==> config.mk <==
export PLATFORM = sky130hd
export DESIGN_NAME = vprc_ramp_ctrl
export DESIGN_NICKNAME = d
export VERILOG_FILES = /design/src/vprc_pkg.sv /design/src/vprc_preset_reg.sv /design/src/vprc_ramp_ctrl.sv /design/src/vprc_step_timer.sv
export VERILOG_INCLUDE_DIRS = /design/src
export SDC_FILE = /design/constraint.sdc
export NUM_CORES = 1
export LEC_CHECK = 0
export BUFFER_PORTS_ARGS = -buffer_cell sky130_fd_sc_hd__buf_2
export CAP_MARGIN = 25
export CORE_MARGIN = 3
export CORE_UTILIZATION = 56
export DETAILED_ROUTE_END_ITERATION = 10
export MAX_ROUTING_LAYER = met4
export PLACE_DENSITY_LB_ADDON = 0.3
export SYNTH_ARGS = -nofsm -noshare
export SYNTH_HDL_FRONTEND = slang
export SYNTH_SLANG_ARGS = --single-unit
==> constraint.sdc <==
create_clock -name clock_i -period 3.64 [get_ports clock_i]
set_clock_uncertainty 0.2 [all_clocks]
set_input_delay 0.364 -clock clock_i [delete_from_list [all_inputs] [get_ports clock_i]]
set_output_delay 0.364 -clock clock_i [all_outputs]
set_load 0.02 [all_outputs]
==> src/vprc_defines.svh <==
// Constants for the preset and ramp setpoint controller
//
// Functional notes
// - Four presets; select pins pick applied one.
// - Code is linear, 10 mV per step.
// - Active preset rewrite starts move after write.
// - One ramp rate shared by all presets.
// - Bit 7 picks power-save or forced PWM.
// - Mode change in active preset applies directly.
// - Ramp code 000 is 32 mV/us, halving.
// - Steps 10 mV, or 20 mV plus 10.
// - Forced PWM ramps both directions at slope.
// - Power-save still ramps upward at slope.
// - Light-load enable bit controls downward slope.
// - Forced PWM stays fixed-frequency at light load.
// - Select pins 00 to 11 pick presets 0-3.
// - Reset presets are power-save, factory codes.
`ifndef VPRC_DEFINES_SVH
`define VPRC_DEFINES_SVH

// Register indices; byte address is four times the index
`define VPRC_IDX_PRESET_ZERO  4'h0
`define VPRC_IDX_PRESET_ONE   4'h1
`define VPRC_IDX_PRESET_TWO   4'h2
`define VPRC_IDX_PRESET_THREE 4'h3
`define VPRC_IDX_CTRL         4'h4
`define VPRC_IDX_STATUS       4'h5

// Preset register fields
`define VPRC_MODE_BIT         7
`define VPRC_CODE_MSB         6
`define VPRC_MASK_NARROW      7'h3f
`define VPRC_MASK_WIDE        7'h7f

// Control register fields
`define VPRC_CTRL_RATE_MSB    2
`define VPRC_CTRL_LIGHT_BIT   3
`define VPRC_CTRL_RESET       4'h0

// Status register fields
`define VPRC_STAT_PRESET_LSB  7
`define VPRC_STAT_BUSY_BIT    9
`define VPRC_STAT_FPWM_BIT    10

// Factory presets, all power-save
`define VPRC_RST_PRESET_ZERO  8'h3f
`define VPRC_RST_PRESET_ONE   8'h17
`define VPRC_RST_PRESET_TWO   8'h3f
`define VPRC_RST_PRESET_THREE 8'h21

// Voltage mapping
`define VPRC_LSB_MV           10
`define VPRC_BASE_NARROW_MV   770
`define VPRC_BASE_WIDE_MV     500

// Ramp timing
`define VPRC_CLK_PERIOD_NS    40
`define VPRC_RATE_FAST_MV_US  32
`define VPRC_ACC_UNIT_UV      10
`define VPRC_RATE_INC_FAST    ((`VPRC_RATE_FAST_MV_US * `VPRC_CLK_PERIOD_NS) / `VPRC_ACC_UNIT_UV)
`define VPRC_STEP_SMALL_MV    10
`define VPRC_STEP_BIG_MV      20
`define VPRC_THR_SMALL        ((`VPRC_STEP_SMALL_MV * 1000) / `VPRC_ACC_UNIT_UV)
`define VPRC_THR_BIG          ((`VPRC_STEP_BIG_MV * 1000) / `VPRC_ACC_UNIT_UV)

`endif

==> src/vprc_pkg.sv <==
// Types for the preset and ramp setpoint controller
package vprc_pkg;

	// Ramp progress of the setpoint
	typedef enum logic [1:0] {
		VPRC_SETTLED,
		VPRC_RISING,
		VPRC_FALLING
	} vprc_ramp_state_t;

endpackage

==> src/vprc_preset_reg.sv <==
// One preset register with its own reset value
`timescale 1ns/1ps
`include "vprc_defines.svh"
module vprc_preset_reg
	import vprc_pkg::*;
#(
	parameter logic [7:0] RESET_VAL = 8'h00
) (
	input  wire logic       clock_i,
	input  wire logic       rst_n_i,
	input  wire logic       we_i,
	input  wire logic [7:0] wdata_i,
	output logic      [7:0] value_o
);

	// Stored preset, mode bit on top
	logic [7:0] value_q;

	always_ff @(posedge clock_i or negedge rst_n_i) begin
		if (!rst_n_i) begin
			value_q <= RESET_VAL;
		end else if (we_i) begin
			value_q <= wdata_i;
		end
	end

	assign value_o = value_q;

endmodule

==> src/vprc_ramp_ctrl.sv <==
// Preset registers, APB slave and setpoint ramp control
`timescale 1ns/1ps
`include "vprc_defines.svh"
module vprc_ramp_ctrl
	import vprc_pkg::*;
#(
	parameter bit WIDE_VARIANT = 1'b0 // Seven-bit code variant
) (
	input  wire logic        clock_i,
	input  wire logic        rst_n_i,
	// APB slave
	input  wire logic        psel_i,
	input  wire logic        penable_i,
	input  wire logic        pwrite_i,
	input  wire logic [7:0]  paddr_i,
	input  wire logic [31:0] pwdata_i,
	output logic      [31:0] prdata_o,
	output logic             pready_o,
	output logic             pslverr_o,
	// Preset select pins
	input  wire logic        preset_select_lsb_i,
	input  wire logic        preset_select_msb_i,
	// Converter control
	output logic      [6:0]  setpoint_code_o,
	output logic      [10:0] setpoint_mv_o,
	output logic      [1:0]  active_preset_o,
	output logic             forced_pwm_o,
	output logic             pulse_frequency_operation_allowed_o,
	output logic             ramp_busy_o
);

	// Mask of valid code bits for this variant
	localparam logic [6:0]  CODE_MASK = WIDE_VARIANT ? `VPRC_MASK_WIDE : `VPRC_MASK_NARROW;
	localparam logic [10:0] BASE_MV   = WIDE_VARIANT ? 11'(`VPRC_BASE_WIDE_MV)
	                                                 : 11'(`VPRC_BASE_NARROW_MV);
	localparam logic [3:0]  LSB_MV    = 4'(`VPRC_LSB_MV);

	// Bus decode
	logic        setup_phase;  // First cycle of a transfer
	logic        wr_fire;      // Write taking effect this edge
	logic [3:0]  reg_idx;      // Word index of the address
	logic        addr_ok;      // Address maps to a register
	logic        addr_aligned; // Low two and top two address bits clear

	// Register file
	logic [7:0]  preset_val [4]; // Four preset words
	logic [3:0]  preset_we;      // Per-preset write strobe
	logic [7:0]  preset_wdata;   // Masked write data
	logic [3:0]  ctrl_q;         // Ramp code and light-load bit
	logic [2:0]  ramp_rate_code; // Shared ramp code
	logic        ramp_in_light_load_enable;

	// Bus answer flops
	logic [31:0] prdata_q;
	logic        pready_q;
	logic        pslverr_q;
	logic [31:0] rd_word;        // Read mux

	// Preset selection
	logic [1:0]  sel_idx;        // Pins as an index
	logic [7:0]  sel_val;        // Selected preset word
	logic [6:0]  target_code;    // Code the setpoint heads for
	logic        target_fpwm;    // Selected mode bit

	// Ramp state
	vprc_ramp_state_t state_q;
	logic [6:0]  setpoint_q;     // Current setpoint code
	logic        init_done_q;    // Setpoint loaded after reset
	logic [6:0]  diff_up;        // Codes to go upward
	logic [6:0]  diff_dn;        // Codes to go downward
	logic        moving_up;
	logic        moving_dn;
	logic        down_controlled; // Downward slope enforced
	logic        big_step;        // Next step is 20 mV
	logic        step_pulse;      // From step timer
	logic        timer_run;

	// Output flops
	logic [1:0]  active_preset_q;
	logic        forced_pwm_q;
	logic        light_allowed_q;
	logic        ramp_busy_q;
	logic [10:0] setpoint_mv_q;

	// Transfer phases
	assign setup_phase  = psel_i && !penable_i;
	assign wr_fire      = psel_i && penable_i && pready_q && pwrite_i && !pslverr_q;
	assign reg_idx      = paddr_i[5:2];
	assign addr_aligned = (paddr_i[1:0] == 2'b00) && (paddr_i[7:6] == 2'b00);
	assign addr_ok      = addr_aligned && (reg_idx <= `VPRC_IDX_STATUS);

	// code bits beyond the variant read zero
	assign preset_wdata = {pwdata_i[`VPRC_MODE_BIT], pwdata_i[`VPRC_CODE_MSB:0] & CODE_MASK};

	// Per-preset write strobes
	always_comb begin
		preset_we = 4'h0;
		if (wr_fire && reg_idx <= `VPRC_IDX_PRESET_THREE) begin
			preset_we[reg_idx[1:0]] = 1'b1;
		end
	end

	vprc_preset_reg #(.RESET_VAL(`VPRC_RST_PRESET_ZERO)) u_preset_zero (
		.clock_i (clock_i),
		.rst_n_i (rst_n_i),
		.we_i    (preset_we[0]),
		.wdata_i (preset_wdata),
		.value_o (preset_val[0])
	);
	vprc_preset_reg #(.RESET_VAL(`VPRC_RST_PRESET_ONE)) u_preset_one (
		.clock_i (clock_i),
		.rst_n_i (rst_n_i),
		.we_i    (preset_we[1]),
		.wdata_i (preset_wdata),
		.value_o (preset_val[1])
	);
	vprc_preset_reg #(.RESET_VAL(`VPRC_RST_PRESET_TWO)) u_preset_two (
		.clock_i (clock_i),
		.rst_n_i (rst_n_i),
		.we_i    (preset_we[2]),
		.wdata_i (preset_wdata),
		.value_o (preset_val[2])
	);
	vprc_preset_reg #(.RESET_VAL(`VPRC_RST_PRESET_THREE)) u_preset_three (
		.clock_i (clock_i),
		.rst_n_i (rst_n_i),
		.we_i    (preset_we[3]),
		.wdata_i (preset_wdata),
		.value_o (preset_val[3])
	);

	// one ramp setting for all presets
	always_ff @(posedge clock_i or negedge rst_n_i) begin
		if (!rst_n_i) begin
			ctrl_q <= `VPRC_CTRL_RESET;
		end else if (wr_fire && reg_idx == `VPRC_IDX_CTRL) begin
			ctrl_q <= pwdata_i[3:0];
		end
	end

	assign ramp_rate_code            = ctrl_q[`VPRC_CTRL_RATE_MSB:0];
	assign ramp_in_light_load_enable = ctrl_q[`VPRC_CTRL_LIGHT_BIT];

	// Read mux
	always_comb begin
		rd_word = 32'h0000_0000;
		case (reg_idx)
			`VPRC_IDX_PRESET_ZERO:  rd_word[7:0] = preset_val[0];
			`VPRC_IDX_PRESET_ONE:   rd_word[7:0] = preset_val[1];
			`VPRC_IDX_PRESET_TWO:   rd_word[7:0] = preset_val[2];
			`VPRC_IDX_PRESET_THREE: rd_word[7:0] = preset_val[3];
			`VPRC_IDX_CTRL:         rd_word[3:0] = ctrl_q;
			`VPRC_IDX_STATUS: begin
				rd_word[6:0]                          = setpoint_q;
				rd_word[`VPRC_STAT_PRESET_LSB +: 2]   = active_preset_q;
				rd_word[`VPRC_STAT_BUSY_BIT]          = ramp_busy_q;
				rd_word[`VPRC_STAT_FPWM_BIT]          = forced_pwm_q;
			end
			default:                rd_word = 32'h0000_0000;
		endcase
	end

	// Answer flops: ready in the first access cycle
	always_ff @(posedge clock_i or negedge rst_n_i) begin
		if (!rst_n_i) begin
			prdata_q  <= 32'h0000_0000;
			pready_q  <= 1'b0;
			pslverr_q <= 1'b0;
		end else if (setup_phase) begin
			// Unmapped, misaligned or status write is refused
			pready_q  <= 1'b1;
			pslverr_q <= !addr_ok || (pwrite_i && reg_idx == `VPRC_IDX_STATUS);
			prdata_q  <= (!pwrite_i && addr_ok) ? rd_word : 32'h0000_0000;
		end else begin
			pready_q  <= 1'b0;
			pslverr_q <= 1'b0;
		end
	end

	assign sel_idx     = {preset_select_msb_i, preset_select_lsb_i};
	assign sel_val     = preset_val[sel_idx];
	// rewritten active code becomes target at once
	assign target_code = sel_val[`VPRC_CODE_MSB:0] & CODE_MASK;
	assign target_fpwm = sel_val[`VPRC_MODE_BIT];

	// Distance to the target
	assign moving_up = target_code > setpoint_q;
	assign moving_dn = target_code < setpoint_q;
	assign diff_up   = target_code - setpoint_q;
	assign diff_dn   = setpoint_q - target_code;

	assign down_controlled = target_fpwm || ramp_in_light_load_enable;

	// Seven-bit variant only: 20 mV steps while two codes remain
	assign big_step  = WIDE_VARIANT && (moving_up ? (diff_up >= 7'h02) : (diff_dn >= 7'h02));
	assign timer_run = init_done_q && (moving_up || (moving_dn && down_controlled));

	vprc_step_timer u_step_timer (
		.clock_i     (clock_i),
		.rst_n_i     (rst_n_i),
		.run_i       (timer_run),
		.big_step_i  (big_step),
		.rate_code_i (ramp_rate_code),
		.step_o      (step_pulse)
	);

	// Setpoint stepping toward the target
	always_ff @(posedge clock_i or negedge rst_n_i) begin
		if (!rst_n_i) begin
			setpoint_q  <= 7'h00;
			init_done_q <= 1'b0;
			state_q     <= VPRC_SETTLED;
		end else if (!init_done_q) begin
			// Take the selected preset after reset release
			setpoint_q  <= target_code;
			init_done_q <= 1'b1;
			state_q     <= VPRC_SETTLED;
		end else begin
			case (state_q)
				VPRC_SETTLED: begin
					if (moving_up) begin
						state_q <= VPRC_RISING;
					end else if (moving_dn && down_controlled) begin
						state_q <= VPRC_FALLING;
					end else if (moving_dn) begin
						setpoint_q <= target_code;
					end
				end
				VPRC_RISING: begin
					if (!moving_up) begin
						state_q <= VPRC_SETTLED;
					end else if (step_pulse) begin
						// double step or single final step
						setpoint_q <= (WIDE_VARIANT && diff_up >= 7'h02) ? setpoint_q + 7'h02
						                                                : setpoint_q + 7'h01;
					end
				end
				VPRC_FALLING: begin
					if (!moving_dn || !down_controlled) begin
						state_q <= VPRC_SETTLED;
					end else if (step_pulse) begin
						setpoint_q <= (WIDE_VARIANT && diff_dn >= 7'h02) ? setpoint_q - 7'h02
						                                                : setpoint_q - 7'h01;
					end
				end
				default: begin
					state_q <= VPRC_SETTLED;
				end
			endcase
		end
	end

	// Registered converter outputs
	always_ff @(posedge clock_i or negedge rst_n_i) begin
		if (!rst_n_i) begin
			active_preset_q <= 2'b00;
			forced_pwm_q    <= 1'b0;
			light_allowed_q <= 1'b1;
			ramp_busy_q     <= 1'b0;
			setpoint_mv_q   <= 11'h000;
		end else begin
			active_preset_q <= sel_idx;
			forced_pwm_q    <= target_fpwm;
			light_allowed_q <= !target_fpwm;
			ramp_busy_q     <= state_q != VPRC_SETTLED;
			// base plus 10 mV per code
			setpoint_mv_q   <= BASE_MV + 11'(setpoint_q * LSB_MV);
		end
	end

	assign prdata_o                            = prdata_q;
	assign pready_o                            = pready_q;
	assign pslverr_o                           = pslverr_q;
	assign setpoint_code_o                     = setpoint_q;
	assign setpoint_mv_o                       = setpoint_mv_q;
	assign active_preset_o                     = active_preset_q;
	assign forced_pwm_o                        = forced_pwm_q;
	assign pulse_frequency_operation_allowed_o = light_allowed_q;
	assign ramp_busy_o                         = ramp_busy_q;

	// Active preset index tracks the pins
	AST_SEL_MAP: assert property (@(posedge clock_i) disable iff (!rst_n_i)
		$past(rst_n_i) |-> active_preset_o == $past(sel_idx))
		else $error("active preset not taken from pins");

	// Mode output follows the selected preset bit
	AST_MODE_FOLLOW: assert property (@(posedge clock_i) disable iff (!rst_n_i)
		$past(rst_n_i) |-> forced_pwm_o == $past(target_fpwm))
		else $error("mode bit not applied");

	// Light-load operation only outside forced PWM
	AST_LIGHT_LOAD: assert property (@(posedge clock_i) disable iff (!rst_n_i)
		##1 pulse_frequency_operation_allowed_o != forced_pwm_o)
		else $error("light-load permission wrong");

	// Upward moves only on a timer step and by one step
	AST_UP_STEP: assert property (@(posedge clock_i) disable iff (!rst_n_i)
		(init_done_q && $past(init_done_q) && setpoint_q > $past(setpoint_q))
		|-> ($past(step_pulse) && (setpoint_q - $past(setpoint_q)) <= (WIDE_VARIANT ? 7'h02 : 7'h01)))
		else $error("setpoint rose without a timed step");

	// Forced PWM falls step by step
	AST_DOWN_FPWM: assert property (@(posedge clock_i) disable iff (!rst_n_i)
		(init_done_q && $past(init_done_q) && $past(target_fpwm) && setpoint_q < $past(setpoint_q))
		|-> ($past(step_pulse) && ($past(setpoint_q) - setpoint_q) <= (WIDE_VARIANT ? 7'h02 : 7'h01)))
		else $error("forced PWM fall not stepped");

	// Uncontrolled fall reaches the target next cycle
	AST_DOWN_FREE: assert property (@(posedge clock_i) disable iff (!rst_n_i)
		(init_done_q && state_q == VPRC_SETTLED && moving_dn && !down_controlled)
		|=> setpoint_q == $past(target_code))
		else $error("uncontrolled fall did not land");

	// Write to the active preset changes the target
	AST_WRITE_TARGET: assert property (@(posedge clock_i) disable iff (!rst_n_i)
		(wr_fire && reg_idx == {2'b00, sel_idx})
		|=> (sel_idx != $past(sel_idx)) || (target_code == ($past(pwdata_i[6:0]) & CODE_MASK)))
		else $error("active preset write not applied");

	// Millivolt output matches the code mapping
	AST_MV_MAP: assert property (@(posedge clock_i) disable iff (!rst_n_i)
		$past(rst_n_i) |-> setpoint_mv_o == BASE_MV + 11'($past(setpoint_q) * LSB_MV))
		else $error("millivolt mapping wrong");

	// Ready for exactly one cycle after setup
	AST_APB_READY: assert property (@(posedge clock_i) disable iff (!rst_n_i)
		setup_phase |=> pready_o ##1 !pready_o)
		else $error("APB ready timing wrong");

endmodule

==> src/vprc_step_timer.sv <==
// Fractional step timer driven by the ramp rate code
`timescale 1ns/1ps
`include "vprc_defines.svh"
module vprc_step_timer
	import vprc_pkg::*;
(
	input  wire logic       clock_i,
	input  wire logic       rst_n_i,
	input  wire logic       run_i,
	input  wire logic       big_step_i,
	input  wire logic [2:0] rate_code_i,
	output logic            step_o
);

	localparam logic [11:0] INC_FAST  = 12'(`VPRC_RATE_INC_FAST);
	localparam logic [11:0] THR_SMALL = 12'(`VPRC_THR_SMALL);
	localparam logic [11:0] THR_BIG   = 12'(`VPRC_THR_BIG);

	logic [11:0] acc_q;   // Elapsed ramp in 10 uV units
	logic [11:0] acc_sum; // Accumulator plus increment
	logic [11:0] thr;     // Units per step
	logic        step_q;  // Step pulse

	assign acc_sum = acc_q + (INC_FAST >> rate_code_i);
	assign thr     = big_step_i ? THR_BIG : THR_SMALL;

	always_ff @(posedge clock_i or negedge rst_n_i) begin
		if (!rst_n_i) begin
			acc_q  <= 12'h000;
			step_q <= 1'b0;
		end else if (!run_i) begin
			acc_q  <= 12'h000;
			step_q <= 1'b0;
		end else if (acc_sum >= thr) begin
			acc_q  <= acc_sum - thr;
			step_q <= 1'b1;
		end else begin
			acc_q  <= acc_sum;
			step_q <= 1'b0;
		end
	end

	assign step_o = step_q;

	// Fastest code gives a 10 mV step within eight cycles
	AST_FAST_STEP: assert property (@(posedge clock_i) disable iff (!rst_n_i)
		(run_i && rate_code_i == 3'h0 && !big_step_i && acc_q == 12'h000)
		|-> ##[1:8] (step_q || !run_i || rate_code_i != 3'h0 || big_step_i))
		else $error("fast ramp step late");

endmodule
==> summary.md <==
| Metric | Value |
|---|---|
| Result of the run | finished clean |
| Detail Route met3 WL | between 500 and 600 microns |
| Clock Latency Late Sink | between 300 and 400 ps |
| Headroom to the max-slew limit | between 50 and 60% |
| Filler cells | roughly 750 |
| Remaining design rule violation count | 0 |
| Main synth FF type | dfrtp_1 |
| Clock root cell | clkbuf_8 |
| Worst slack after detailed placement | around 63 ps |
| Worst vdd rail ir drop | between 0.2 and 0.25 mV |
| Post-DP HPWL | about 8.6 mm |
| Kind of critical path | reg -> reg |
| TritonCTS clock tree | done |
| Met1 Routed Length | approximately 5 mm |
| Final hold violations | 0 |
| Clock edge transition at the registers on the reported setup and hold paths | about 90 ps |
| Vias in the first global route | a little over 4k |
| Uppermost metal layer occupied by signal nets | met4 |
| Core ar. | a little over 9000 sq um |
| Input/output buffers | 56 |
| Initial antenna violation count | 0 |
| RSZ-0062 raised after global routing | no |
| Final core area utilization | ~64% |
| # Max-Cap Violations | 0 |
| Fraction of layout cells with a size suffix above 1 | 28.32% |
| Last weighted congestion value of the routability-driven placer | 0.8817 |
| Pin count of the biggest net entering global routing | 84 |
| Chain of cells forming the critical path | and3_1 -> ha_1 -> inv_1 -> fa_1 -> and2b_1 -> o2111ai_2 -> nand3b_1 -> xor2_2 -> nand4_1 -> o31a_1 -> or3_1 -> a21oi_1 |
| Slowest cell delay on critical path | 420 ps |
| Number of warnings reported in the yosys synthesis log | 0 |
| Post-DR vias/cell | around 5.9 |
| Power per unit of standard cell area | a little under 500 nW/um^2 |
| # diodes | 0 |
| Buffers and inverters on the worst path | 1 |
| Antenna violation net count after detailed routing | 0 |
| Number of enable-type register cells in the synthesized netlist | 0 |
| Worst-margin pin slew | between 600 and 700 ps |
| Final net count | 658 |
| Netlist Area Pre-Place | between 5000 and 6000 sq um |
| Fin crit period | about 3400 ps |
| Min setup slack post-route | approximately 240 ps |
| Final-report setup violation count | 0 |
| Iter 0 DRT Violations | ~240 |
| Aggregate routed wire length | between 10 and 15 mm |
| Full die area | about 11000 sq um |
| I/O pins | ~100 |
| H-Tree Level Count | 3 |
| Overall track demand over capacity in global routing | a little under a quarter |
| Share of async-settable or async-resettable flops after synthesis | 100.0% |
| Worst path required time | ~3700 ps |
| Number of sinks handled by clock tree synthesis | just over 80 |
| Worst min path class | in -> reg |
| Die extent in y | 103.8 microns |
| Met2 routed wirelength | approximately 5.9 mm |
| Routed WL per cell | between 15 and 20 microns |
| Clock Tree Buf Depth | 2 |
| Leftover overflow at the end of global routing | 0 |
| Kind of end point of the critical path | flip-flop |
| Starting utilization of the core area | between 50 and 60% |
| Top cell family by delay on the critical path | simple AND/OR/NAND/NOR gates |
| Final Cycle Share | 93.42% |
| Total instance count after detailed placement | a little under 700 |
| Final Max Slew Viols | 0 |
| Number of placement rows | 35 |
| Crit Path Max Fanout | 5 |
| Leakage dissipation | approximately 2.9 nW |
| Post-Synthesis Mean Instance Area | between 10 and 15 sq um |
| Slowest cell on the critical path | dfrtp_2 |
| Final instance count without filler cells | roughly 710 |
| Die Wd | between 100 and 150 microns |
| Flops & latches, synth | 83 |
| WP data arrival | 3480 ps |
| Startpoint Class | flip-flop |
| Instance count of the mapped netlist | approximately 520 |
| Detailed-router iteration count before antenna repair | 5 |
| FMAX | a little under 300 MHz |
| Number of distinct standard cells referenced by the synthesized netlist | slightly above 60 |
| Global-route wire length before repair | roughly 20 mm |
| Final sum of negative setup slack | 0 ps |
| Sequential share of the synthesized area | between 30% and 40% |
| TritonCTS Buffers | 9 |
| Area growth, synth to finish | 11.64% |
| Via Count | between 4k and 5k |
cells in the mapped netlist, types with 7 or more instances:
cell type / number / area share (%)
a21o_1: 7 / 0.98
nand4_1: 7 / 0.82
a21oi_1: 22 / 2.1
mux2_2: 34 / 7.1
nor2_1: 27 / 1.9
ha_1: 34 / 7.9
nor3_1: 12 / 1.1
o21ai_0: 25 / 2.3
dfstp_2: 19 / 9.3
o21ai_1: 10 / 0.93
xnor2_1: 11 / 1.8
clkbuf_1: 16 / 1.1
nor2b_1: 9 / 1.1
mux2i_1: 8 / 1.5
inv_1: 27 / 1.9
nand2_1: 34 / 2.4
buf_4: 23 / 3.2
nand3_1: 8 / 0.75
mux4_2: 12 / 5.0
dfrtp_1: 64 / 30
xor2_1: 14 / 2.3
per-layer routing:
metal,vias up,global-route usage [%]
li1,1924,-
met5,-,-
met1,2072,30.70
met2,150,37.48
met3,20,4.174
met4,0,7.502
registers in the layout, summed over array words and instances (netlist names), 2 cells and up:
signal	flops
ctrl_q	4
u_preset_one.value_o	7
u_step_timer.acc_q	12
active_preset_o	2
u_preset_two.value_o	7
setpoint_code_o	7
u_preset_three.value_o	7
setpoint_mv_o	10
u_preset_zero.value_o	7
prdata_o	11
state_q	2
cells by family (layout without fill, tap and decap cells):
logic type,Yosys count,count (layout),synth area share [%]
and+or+nand+nor,135,135,13.06
AOI/OAI and AO/OA,109,109,13.90
DFF,83,83,39.23
buffers and inverters,73,113,6.823
muxes,54,54,13.69
adders and majority gates,37,37,9.066
xor gates and xnor gates,25,25,4.089
other,2,23,0.1402
cell usage in the layout, fill, tap and decap left out, types with 7 or more instances in the layout:
cell / instances
mux2_2: 34
buf_4: 13
nor3_1: 12
nand4_1: 7
conb_1: 23
xor2_1: 13
a21o_1: 7
nor2_1: 27
nor2b_1: 9
buf_2: 55
ha_1: 34
mux2i_1: 8
dfrtp_1: 63
nand3_1: 8
xnor2_1: 11
o21ai_1: 10
clkbuf_8: 9
dfstp_2: 19
a21oi_1: 22
mux4_2: 12
inv_1: 27
nand2_1: 34
o21ai_0: 25
through the flow:
stage / hold slack (ps) / area [sq um] / power (mW)
after floorplan: -131.6 / 5434 / 1.890
after global placement: 262.1 / 5689 / 2.145
after detailed placement: 266.3 / 5689 / 2.187
after CTS: 12.15 / 5912 / 2.954
after global routing: 33.66 / 5978 / 3.146
final: 43.04 / 5978 / 2.945
where the power goes:
group	total [mW]	switching, mW	internal [mW]
registers	1.09	0.0724	1.02
clock network	0.759	0.367	0.393
logic	1.09	0.675	0.417
timing repair:
item | in CTS | in global routing
endpoints found under the hold margin | 0 | 24
gates resized for setup | 0 | 3
endpoints found under the setup margin | 0 | 7
hold buffers | 0 | 1
setup buffers | 0 | 2
final timing paths:
kind | to | depth (start not counted) | slack, ps | startpoint
min reg2reg | prdata_o[4] | 2 | 290 | prdata_o[4]
max | u_step_timer.acc_q[7] | 12 | 240 | ctrl_q[1]
min | active_preset_o[1] | 1 | 40 | preset_select_msb_i
max in group asynchronous | u_preset_two.value_o[0] | 3 | 2340 | rst_n_i
max reg2reg | u_step_timer.acc_q[7] | 12 | 240 | ctrl_q[1]
min in group asynchronous | prdata_o[9] | 2 | 240 | rst_n_i
final cells by class:
type	count	area, sq um	area share, %
multi-input cells	383	2980	49.85
flip-flops and latches	83	2102	35.16
clock buffers	9	123.9	2.072
clock inverters	7	98.84	1.653
repair buffers	70	410.4	6.865
well taps	129	161.4	2.700
inverters	27	101.3	1.695
(Power assumes the default switching activity.)
